--- config.mk ---
export PLATFORM = sky130hd
export DESIGN_NAME = spdif_rx_buffers
export DESIGN_NICKNAME = d
export VERILOG_FILES = /design/src/pkg/spdif_rx_pkg.sv /design/src/design/spdif_rx_buffers.sv
export VERILOG_INCLUDE_DIRS = /design/src /design/src/pkg
export SDC_FILE = /design/constraint.sdc
export NUM_CORES = 2
export LEC_CHECK = 0
export BUFFER_PORTS_ARGS = -buffer_cell sky130_fd_sc_hd__buf_2
export CORE_UTILIZATION = 55
export CTS_BUF_LIST = sky130_fd_sc_hd__clkbuf_4
export DETAILED_ROUTE_END_ITERATION = 16
export HOLD_SLACK_MARGIN = 0.1
export MAX_ROUTING_LAYER = met4
export PLACE_DENSITY = 0.69
export SYNTH_ARGS = -nofsm -noshare
export SYNTH_HDL_FRONTEND = slang
export SYNTH_SLANG_ARGS = --single-unit
--- constraint.sdc ---
create_clock -name clk -period 40.4 [get_ports clk]
set_input_delay 4.04 -clock clk [delete_from_list [all_inputs] [get_ports clk]]
set_output_delay 4.04 -clock clk [all_outputs]
set_load 0.02 [all_outputs]
--- src/pkg/spdif_rx_regs.svh ---
// Purpose: Register offsets, field positions and counts of the receive status and user buffers.
// Assumes: Byte-wide control port, one register per address.
// Notes: Definitions only.
`ifndef SPDIF_RX_REGS_SVH
`define SPDIF_RX_REGS_SVH
`define BUF_CFG_OFS 8'h10
`define CS_SWITCH_OFS 8'h11
`define INT_STAT_OFS 8'h12
`define INT_MASK_OFS 8'h13
`define UB_ADDR_OFS 8'h14
`define UB_DATA_OFS 8'h15
`define Q_STAT_OFS 8'h16
`define CS_FIRST_OFS 8'h20
`define CS_LAST_OFS 8'h37
`define Q_FIRST_OFS 8'h40
`define Q_LAST_OFS 8'h49
`define CFG_SIZE_BIT 0
`define CFG_MODE_LSB 1
`define CFG_FLAG_BIT 3
`define INT_CS_BIT 0
`define INT_UB_BIT 1
`define CS_LAST_FRAME 8'hbf
`define CS_CMP_BITS 40
`define UB_SMALL_LAST 7'h2f
`define UB_LARGE_LAST 7'h5f
`define IU_GAP_LAST 4'h8
`define Q_KEEP_LAST 7'h4f
`define Q_ALL_LAST 7'h5f
`define Q_CRC_POLY 16'h1021
`define CFG_RESET 4'h0
`define MASK_RESET 2'h0
`endif

--- src/pkg/spdif_rx_pkg.sv ---
// Purpose: Types shared by the receive buffer logic.
// Assumes: Subframes arrive already decoded, one per valid pulse.
// Notes: Types only; numbers live in the register header.
package spdif_rx_pkg;
  // One decoded subframe as seen by the buffers.
  typedef struct packed {
    logic valid;
    logic chan_b;
    logic z_pre;
    logic c_bit;
    logic u_bit;
  } rx_subframe_t;
  // One access on the control port.
  typedef struct packed {
    logic rd;
    logic wr;
    logic [7:0] addr;
    logic [7:0] wdata;
  } reg_req_t;
  typedef enum logic [1:0] {UCFG_OFF, UCFG_RAW, UCFG_FMT, UCFG_RSVD} ucfg_t;
  typedef enum logic [1:0] {IU_HUNT, IU_BITS, IU_GAP} iu_state_t;
endpackage : spdif_rx_pkg

--- src/design/spdif_rx_buffers.sv ---
// Purpose: Receive channel status and user bit buffers with host register access.
// Assumes: One clock; subframe and register requests synchronous to clk.
// Notes: Read data and interrupt request are registered.
`include "spdif_rx_regs.svh"
`timescale 1ns/1ps
`default_nettype none
module spdif_rx_buffers
  import spdif_rx_pkg::*;
(
  input wire logic clk,
  input wire logic rst_b,
  input wire rx_subframe_t rx_sf,
  input wire reg_req_t reg_req,
  output logic [7:0] reg_rdata_q,
  output logic irq_q
);

  logic [7:0] frame_q;
  logic [191:0] cs_acc_a_q, cs_acc_b_q, cs_buf_a_q, cs_buf_b_q;
  logic [3:0] cfg_q;
  logic cs_switch_q;
  logic [1:0] int_stat_q, int_mask_q;
  logic crc_fail_q;
  logic [6:0] uaddr_q;
  logic [7:0] fill_mem [0:95];
  logic [7:0] read_mem [0:95];
  logic [6:0] wptr_q, wptr_d;
  logic [7:0] sh_q, sh_d;
  logic [2:0] bit_q, bit_d;
  logic [3:0] zc_q, zc_d;
  logic wait_z_q, wait_z_d;
  logic commit_q;
  iu_state_t iu_q, iu_d;
  logic [6:0] q_cnt_q;
  logic [79:0] q_sr_q, q_buf_q;
  logic [15:0] q_tail_q, crc_q;
  logic wr_en, commit, iu_done;
  logic [7:0] wr_byte;

  // Channel status block tracking; a Z preamble restarts the frame count.
  wire sf_a = rx_sf.valid & ~rx_sf.chan_b;
  wire sf_b = rx_sf.valid & rx_sf.chan_b;
  wire [7:0] fa_idx = (rx_sf.z_pre || frame_q == `CS_LAST_FRAME) ? 8'h00 : frame_q + 8'h01;
  wire cs_done = sf_b & (frame_q == `CS_LAST_FRAME);
  wire [191:0] cs_new_b = {rx_sf.c_bit, cs_acc_b_q[190:0]};
  wire cs_changed = (cs_acc_a_q[`CS_CMP_BITS-1:0] != cs_buf_a_q[`CS_CMP_BITS-1:0]) |
                    (cs_new_b[`CS_CMP_BITS-1:0] != cs_buf_b_q[`CS_CMP_BITS-1:0]);
  wire cs_evt = cs_done & (cfg_q[`CFG_FLAG_BIT] ? cs_changed : 1'b1);

  // User buffer mode resolution; pro bit and byte 1 bits 7-4 come from the channel A copy.
  wire pro = cs_buf_a_q[0];
  wire [3:0] auto_code = cs_buf_a_q[15:12];
  wire [1:0] ucfg = cfg_q[`CFG_MODE_LSB +: 2];
  wire is_auto = (ucfg == UCFG_FMT) & pro;
  wire auto_raw = auto_code == 4'h4 || auto_code == 4'hc || auto_code == 4'h8;
  wire raw_mode = (ucfg == UCFG_RAW) | (is_auto & auto_raw);
  wire iu_mode = (ucfg == UCFG_FMT) & ~pro;
  wire eff_size = (is_auto && auto_code == 4'h8) ? 1'b0 : cfg_q[`CFG_SIZE_BIT];
  wire [6:0] ub_last = eff_size ? `UB_LARGE_LAST : `UB_SMALL_LAST;

  // Raw user bits start only at a Z preamble so every block is aligned.
  wire raw_start = wait_z_q & sf_a & rx_sf.z_pre;
  wire raw_take = rx_sf.valid & raw_mode & (~wait_z_q | raw_start);
  wire [7:0] shifted = {sh_q[6:0], rx_sf.u_bit};
  wire iu_in = rx_sf.valid & iu_mode;
  wire q_bit = sh_q[5];

  // Register access decode.
  wire rd_int = reg_req.rd && reg_req.addr == `INT_STAT_OFS;
  wire rd_q = reg_req.rd && reg_req.addr == `Q_STAT_OFS;
  wire rd_ub = reg_req.rd && reg_req.addr == `UB_DATA_OFS;
  wire wr_cfg = reg_req.wr && reg_req.addr == `BUF_CFG_OFS;
  wire wr_sw = reg_req.wr && reg_req.addr == `CS_SWITCH_OFS;
  wire wr_mask = reg_req.wr && reg_req.addr == `INT_MASK_OFS;
  wire wr_ua = reg_req.wr && reg_req.addr == `UB_ADDR_OFS;
  wire in_cs = reg_req.addr >= `CS_FIRST_OFS && reg_req.addr <= `CS_LAST_OFS;
  wire in_qb = reg_req.addr >= `Q_FIRST_OFS && reg_req.addr <= `Q_LAST_OFS;
  wire [7:0] cs_idx = reg_req.addr - `CS_FIRST_OFS;
  wire [7:0] qb_idx = reg_req.addr - `Q_FIRST_OFS;
  wire [191:0] cs_view = cs_switch_q ? cs_buf_b_q : cs_buf_a_q;
  wire [7:0] cs_byte = cs_view[{cs_idx[4:0], 3'b000} +: 8];
  wire [79:0] q_view = q_buf_q << {qb_idx[3:0], 3'b000};
  wire [7:0] ua_next = (uaddr_q == ub_last) ? 8'h00 : {1'b0, uaddr_q} + 8'h01;
  wire [1:0] int_set = {commit_q & int_mask_q[`INT_UB_BIT], cs_evt};

  // Shared fill path: raw bytes or stored units go into the first buffer.
  always_comb begin
    wptr_d = wptr_q;
    sh_d = sh_q;
    bit_d = bit_q;
    zc_d = zc_q;
    wait_z_d = wait_z_q;
    iu_d = iu_q;
    wr_en = 1'b0;
    wr_byte = shifted;
    commit = 1'b0;
    iu_done = 1'b0;
    if (raw_mode) begin
      iu_d = IU_HUNT;
      if (raw_take) begin
        wait_z_d = 1'b0;
        sh_d = shifted;
        bit_d = raw_start ? 3'h1 : bit_q + 3'h1;
        if (raw_start) begin
          wptr_d = 7'h00;
          sh_d = {7'h00, rx_sf.u_bit};
        end else if (bit_q == 3'h7) begin
          wr_en = 1'b1;
          wptr_d = wptr_q + 7'h01;
          if (wptr_q == ub_last) begin
            commit = 1'b1;
            wptr_d = 7'h00;
            wait_z_d = 1'b1;
          end
        end
      end
    end else if (iu_mode) begin
      wait_z_d = 1'b1;
      if (iu_in) begin
        case (iu_q)
          IU_HUNT: begin
            if (rx_sf.u_bit) begin
              iu_d = IU_BITS;
              sh_d = 8'h01;
              bit_d = 3'h0;
            end
          end
          IU_BITS: begin
            sh_d = shifted;
            bit_d = bit_q + 3'h1;
            if (bit_q == 3'h6) begin
              wr_en = wptr_q <= `UB_LARGE_LAST;
              wptr_d = wr_en ? wptr_q + 7'h01 : wptr_q;
              iu_done = 1'b1;
              iu_d = IU_GAP;
              zc_d = 4'h0;
            end
          end
          IU_GAP: begin
            if (rx_sf.u_bit) begin
              iu_d = IU_BITS;
              sh_d = 8'h01;
              bit_d = 3'h0;
            end else if (zc_q == `IU_GAP_LAST) begin
              commit = 1'b1;
              wptr_d = 7'h00;
              iu_d = IU_HUNT;
            end else begin
              zc_d = zc_q + 4'h1;
            end
          end
          default: iu_d = IU_HUNT;
        endcase
      end
    end else begin
      wait_z_d = 1'b1;
      iu_d = IU_HUNT;
      wptr_d = 7'h00;
    end
  end

  // Channel status accumulation and block copy.
  always_ff @(posedge clk or negedge rst_b) begin
    if (!rst_b) begin
      frame_q <= `CS_LAST_FRAME;
      cs_acc_a_q <= '0;
      cs_acc_b_q <= '0;
      cs_buf_a_q <= '0;
      cs_buf_b_q <= '0;
    end else begin
      if (sf_a) begin
        frame_q <= fa_idx;
        cs_acc_a_q[fa_idx] <= rx_sf.c_bit;
      end
      if (sf_b) begin
        cs_acc_b_q[frame_q] <= rx_sf.c_bit;
      end
      if (cs_done) begin
        cs_buf_a_q <= cs_acc_a_q;
        cs_buf_b_q <= cs_new_b;
      end
    end
  end

  // Fill engine state.
  always_ff @(posedge clk or negedge rst_b) begin
    if (!rst_b) begin
      wptr_q <= 7'h00;
      sh_q <= 8'h00;
      bit_q <= 3'h0;
      zc_q <= 4'h0;
      wait_z_q <= 1'b1;
      iu_q <= IU_HUNT;
      commit_q <= 1'b0;
    end else begin
      wptr_q <= wptr_d;
      sh_q <= sh_d;
      bit_q <= bit_d;
      zc_q <= zc_d;
      wait_z_q <= wait_z_d;
      iu_q <= iu_d;
      commit_q <= commit;
    end
  end

  // Buffers carry no reset; the copy waits a cycle so the final byte is in place.
  always_ff @(posedge clk) begin
    if (wr_en) begin
      fill_mem[wptr_q] <= wr_byte;
    end
    if (commit_q) begin
      for (int i = 0; i < 96; i++) begin
        read_mem[i] <= fill_mem[i];
      end
    end
  end

  // Q subcode capture and CRC check over the unit stream.
  always_ff @(posedge clk or negedge rst_b) begin
    if (!rst_b) begin
      q_cnt_q <= 7'h00;
      q_sr_q <= '0;
      q_buf_q <= '0;
      q_tail_q <= 16'h0000;
      crc_q <= 16'h0000;
      crc_fail_q <= 1'b0;
    end else begin
      if (commit & iu_mode) begin
        q_cnt_q <= 7'h00;
        crc_q <= 16'h0000;
      end else if (iu_done && q_cnt_q <= `Q_ALL_LAST) begin
        q_cnt_q <= q_cnt_q + 7'h01;
        if (q_cnt_q <= `Q_KEEP_LAST) begin
          q_sr_q <= {q_sr_q[78:0], q_bit};
          crc_q <= {crc_q[14:0], 1'b0} ^ ((crc_q[15] ^ q_bit) ? `Q_CRC_POLY : 16'h0000);
        end else begin
          q_tail_q <= {q_tail_q[14:0], q_bit};
        end
        if (q_cnt_q == `Q_ALL_LAST) begin
          q_buf_q <= q_sr_q;
        end
      end
      if (iu_done && q_cnt_q == `Q_ALL_LAST && ~crc_q != {q_tail_q[14:0], q_bit}) begin
        crc_fail_q <= 1'b1;
      end else if (rd_q) begin
        crc_fail_q <= 1'b0;
      end
    end
  end

  // Host registers; a flag raised in the cycle of its read stays set.
  always_ff @(posedge clk or negedge rst_b) begin
    if (!rst_b) begin
      cfg_q <= `CFG_RESET;
      cs_switch_q <= 1'b0;
      int_mask_q <= `MASK_RESET;
      int_stat_q <= 2'h0;
      uaddr_q <= 7'h00;
      irq_q <= 1'b0;
    end else begin
      if (wr_cfg) cfg_q <= reg_req.wdata[3:0];
      if (wr_sw) cs_switch_q <= reg_req.wdata[0];
      if (wr_mask) int_mask_q <= reg_req.wdata[1:0];
      int_stat_q <= int_set | (rd_int ? 2'h0 : int_stat_q);
      irq_q <= |(int_stat_q & int_mask_q);
      if (wr_ua) begin
        uaddr_q <= reg_req.wdata[6:0];
      end else if (rd_ub) begin
        uaddr_q <= ua_next[6:0];
      end
    end
  end

  // Read data selection, registered on the read strobe.
  logic [7:0] rd_mux;
  always_comb begin
    if (reg_req.addr == `BUF_CFG_OFS) rd_mux = {4'h0, cfg_q};
    else if (reg_req.addr == `CS_SWITCH_OFS) rd_mux = {7'h00, cs_switch_q};
    else if (reg_req.addr == `INT_STAT_OFS) rd_mux = {6'h00, int_stat_q};
    else if (reg_req.addr == `INT_MASK_OFS) rd_mux = {6'h00, int_mask_q};
    else if (reg_req.addr == `UB_ADDR_OFS) rd_mux = {1'b0, uaddr_q};
    else if (reg_req.addr == `UB_DATA_OFS) rd_mux = read_mem[uaddr_q];
    else if (reg_req.addr == `Q_STAT_OFS) rd_mux = {7'h00, crc_fail_q};
    else if (in_cs) rd_mux = cs_byte;
    else if (in_qb) rd_mux = q_view[79:72];
    else rd_mux = 8'h00;
  end

  always_ff @(posedge clk or negedge rst_b) begin
    if (!rst_b) begin
      reg_rdata_q <= 8'h00;
    end else if (reg_req.rd) begin
      reg_rdata_q <= rd_mux;
    end
  end

endmodule : spdif_rx_buffers
`default_nettype wire

==> impl_metrics.ini <==
[run_status]
status = finished, final reports clean

[logic_synthesis]
synth_most_common_cell = nand2_1
ys_top_cells_by_count = nand2_1 (1,874), edfxtp_1 (1,536), dfrtp_1 (1,016), mux2_2 (477), mux4_2 (305)
synth-edff-count = 1536
synthArstFlopShare_pct = 40.0
synth_top_area_share_pct = 46.2
mappedNetlistNets = 6669
syn-cell-area_um2 = 99800
synth_cell_types = 95
synthFlopType = edfxtp_1
ys_seq_elements = 2560
synth.largest_area_cell = edfxtp_1
synth_warnings = 0
yosys-top-cells-area = edfxtp_1 (46%), dfrtp_1 (25%), nand2_1 (7.1%)
syn_area_per_cell_um2 = 15.1
synthCells = 6628
seq_area_frac_synth_pct = 71.9

[critical_path]
cp_data_required_time_ns = 41.70
regToRegSetupSlack_ns = 35.07
cp_max_fo = 119
cp.arrival_ns = 9.12
critical_path_class = in -> async
cp-end-kind = asynchronous set/reset pin
r2r-start = uaddr_q[0]
ff2ff_path_depth = 10
start_kind = primary input
r2r_end = reg_rdata_q[1]

[floorplanning]
die_area_um2 = 183000
start_util_pct = 55.6
pin_count = 34
core_um2 = 179000
die_w_um = 428
dieHeight_um = 428
rows = 155

[layout]
fill_cells = 13400
postLayoutCellArea_um2 = 110000
nets = 7071
instances_no_fill = 9825
drive_gt1_share_pct = 26.3
syn_to_final_growth_pct = 10.1

[grt]
grt_pass1_wl_mm = 351
grt_max_degree = 212
grt_usage_pct = 26.4
grt_pass1_vias = 57300
grt_overflow = 0
antenna_found_initial = 15

[timing]
finalSetupTns_ns = 0
skew_ns = 0.109
hold-worst-slack_ns = 0.354
max-slew-margin-rel_pct = 8.18
tightest_slew_ns = 1.38
fmax_mhz = 128
hold_violations = 0
period_needed_ns = 7.82
final-setup-viol-count = 0
period_share_pct = 19.3
rsz0062_at_grt = false
final_max_slew_viol_count = 0

[drt]
finalWirelength_mm = 232
drc = 0
drt_iter0_drc = 5282
viasPerCell = 5.74
first_pass_iters = 6
vias = 56400
postRouteAntennaNets = 0
wire_per_inst_um = 23.6

[placement]
place_congestion = 0.901
post_dp_cell_area_um2 = 102000
dp_hpwl_mm = 135
io_buffers = 32
placed_cells = 8741

[clock_tree]
postCtsSetupBuffers = 0
cts_max_level = 6
cts_max_path_buffers = 4
cts_buffers = 642
clock_latency_ns = 1.40
cts_tree = built
postCtsHoldBufs = 0
cts_resized = 0
cts.sinks = 2560
clk_pin_slew_worst_paths_ns = 0.07
clock-root-buffer = clkbuf_4

[worst_hold_path]
hp-start = fill_mem[15][7]
min_to = read_mem[15][7]
hold_depth = 0
holdCritPathClass = reg -> reg

[run]
maxCapViolations = 0

[power_and_ir_drop]
powerDensity_nw_per_um2 = 46.1
irDropWorstVdd_uv = 39.3
power_leakage_nw = 44.0
cell type report:
class,instances,area [µm²],share of cell area [%]
clock inverter,119,622,0.566
clock buffer,952,7150,6.50
timing repair buffer,114,895,0.814
inverter,54,203,0.184
multi-input combinational,3658,26200,23.9
antenna,13,32.5,0.0296
tap,2355,2950,2.68
sequential,2560,71800,65.3
cells by family (layout without fill, tap and decap cells):
| group | after synthesis | count (layout) | synth area share, % |
|---|---|---|---|
| simple gates | 2361 | 2361 | 9.71 |
| xor+xnor | 85 | 85 | 0.746 |
| other cells | 0 | 13 | 0 |
| fa+ha+maj | 16 | 16 | 0.201 |
| compound gates | 322 | 322 | 2.16 |
| buf+inv | 410 | 1239 | 1.91 |
| flops | 2560 | 2560 | 71.9 |
| mux | 874 | 874 | 13.4 |
layout by cell type (no fill, tap or decap), drive strengths merged, types with 22 or more instances in the layout:
cell type,n
xor2,38
nor3,34
nand2,1876
a21oi,33
and3,22
nor2,224
and2,25
inv,64
nand4,26
clkbuf,952
a22o,23
nor4,27
xnor2,47
buf,114
mux4,314
dfrtp,1016
a221oi,22
nor2b,25
edfxtp,1536
mux2,488
nand3,52
mux2i,72
o21ai,115
clkinv,102
state kept, by name, indices dropped and copies added, names as in the netlist, 16 cells and up:
| signal | cells |
|---|---|
| cs_buf_b_q | 192 |
| q_sr_q | 80 |
| q_buf_q | 80 |
| cs_acc_a_q | 192 |
| cs_buf_a_q | 192 |
| fill_mem | 768 |
| read_mem | 768 |
| cs_acc_b_q | 191 |
| crc_q | 16 |
power by group:
| part | internal (mW) | total (mW) | leakage, nW | switching, mW |
|---|---|---|---|---|
| clock | 1.11 | 2.09 | 4.69 | 0.986 |
| sequential | 2.77 | 2.79 | 27.9 | 0.0197 |
| combinational | 0.0614 | 0.185 | 11.4 | 0.124 |
| total | 3.94 | 5.07 | 44.0 | 1.13 |
worst max path at each step:
stage	from	end	slack, ns	cells after the start
final	rst_b	q_buf_q[4]	32.58	6
after global routing	rst_b	q_buf_q[42]	31.84	6
after CTS	rst_b	q_sr_q[28]	32.52	6
after detailed placement	rst_b	q_sr_q[19]	31.03	6
after global placement	rst_b	q_buf_q[26]	31.07	6
after floorplan	commit_q	int_stat_q[1]	22.90	1
per-stage QoR:
stage / worst slack (ns) / utilization (%) / power, mW
6_report: 32.58 / 61.3 / 5.07
5_1_grt: 31.84 / 61.3 / 5.27
4_1_cts: 32.52 / 61.2 / 5.12
3_5_place_dp: 31.03 / 56.9 / 3.03
3_3_place_gp: 31.07 / 56.9 / 3.02
2_1_floorplan: 22.90 / - / 2.95
worst max-delay path: stages:
cell	delay (ns)
buf_8	0.59
buf_4	0.76
buf_4	0.84
buf_4	0.84
buf_4	0.88
buf_4	0.89
routing by layer:
metal	up-vias	GRT usage, %	share of wire, %	wire length (µm)
li1	25100	-	-	-
met1	28600	34.2	41	94100
met2	2253	40.9	48	113000
met3	500	5.27	7.0	16300
met4	0	11.5	3.9	9070
met5	-	-	0	0
Note: power is estimated with default switching activity, not from simulation.
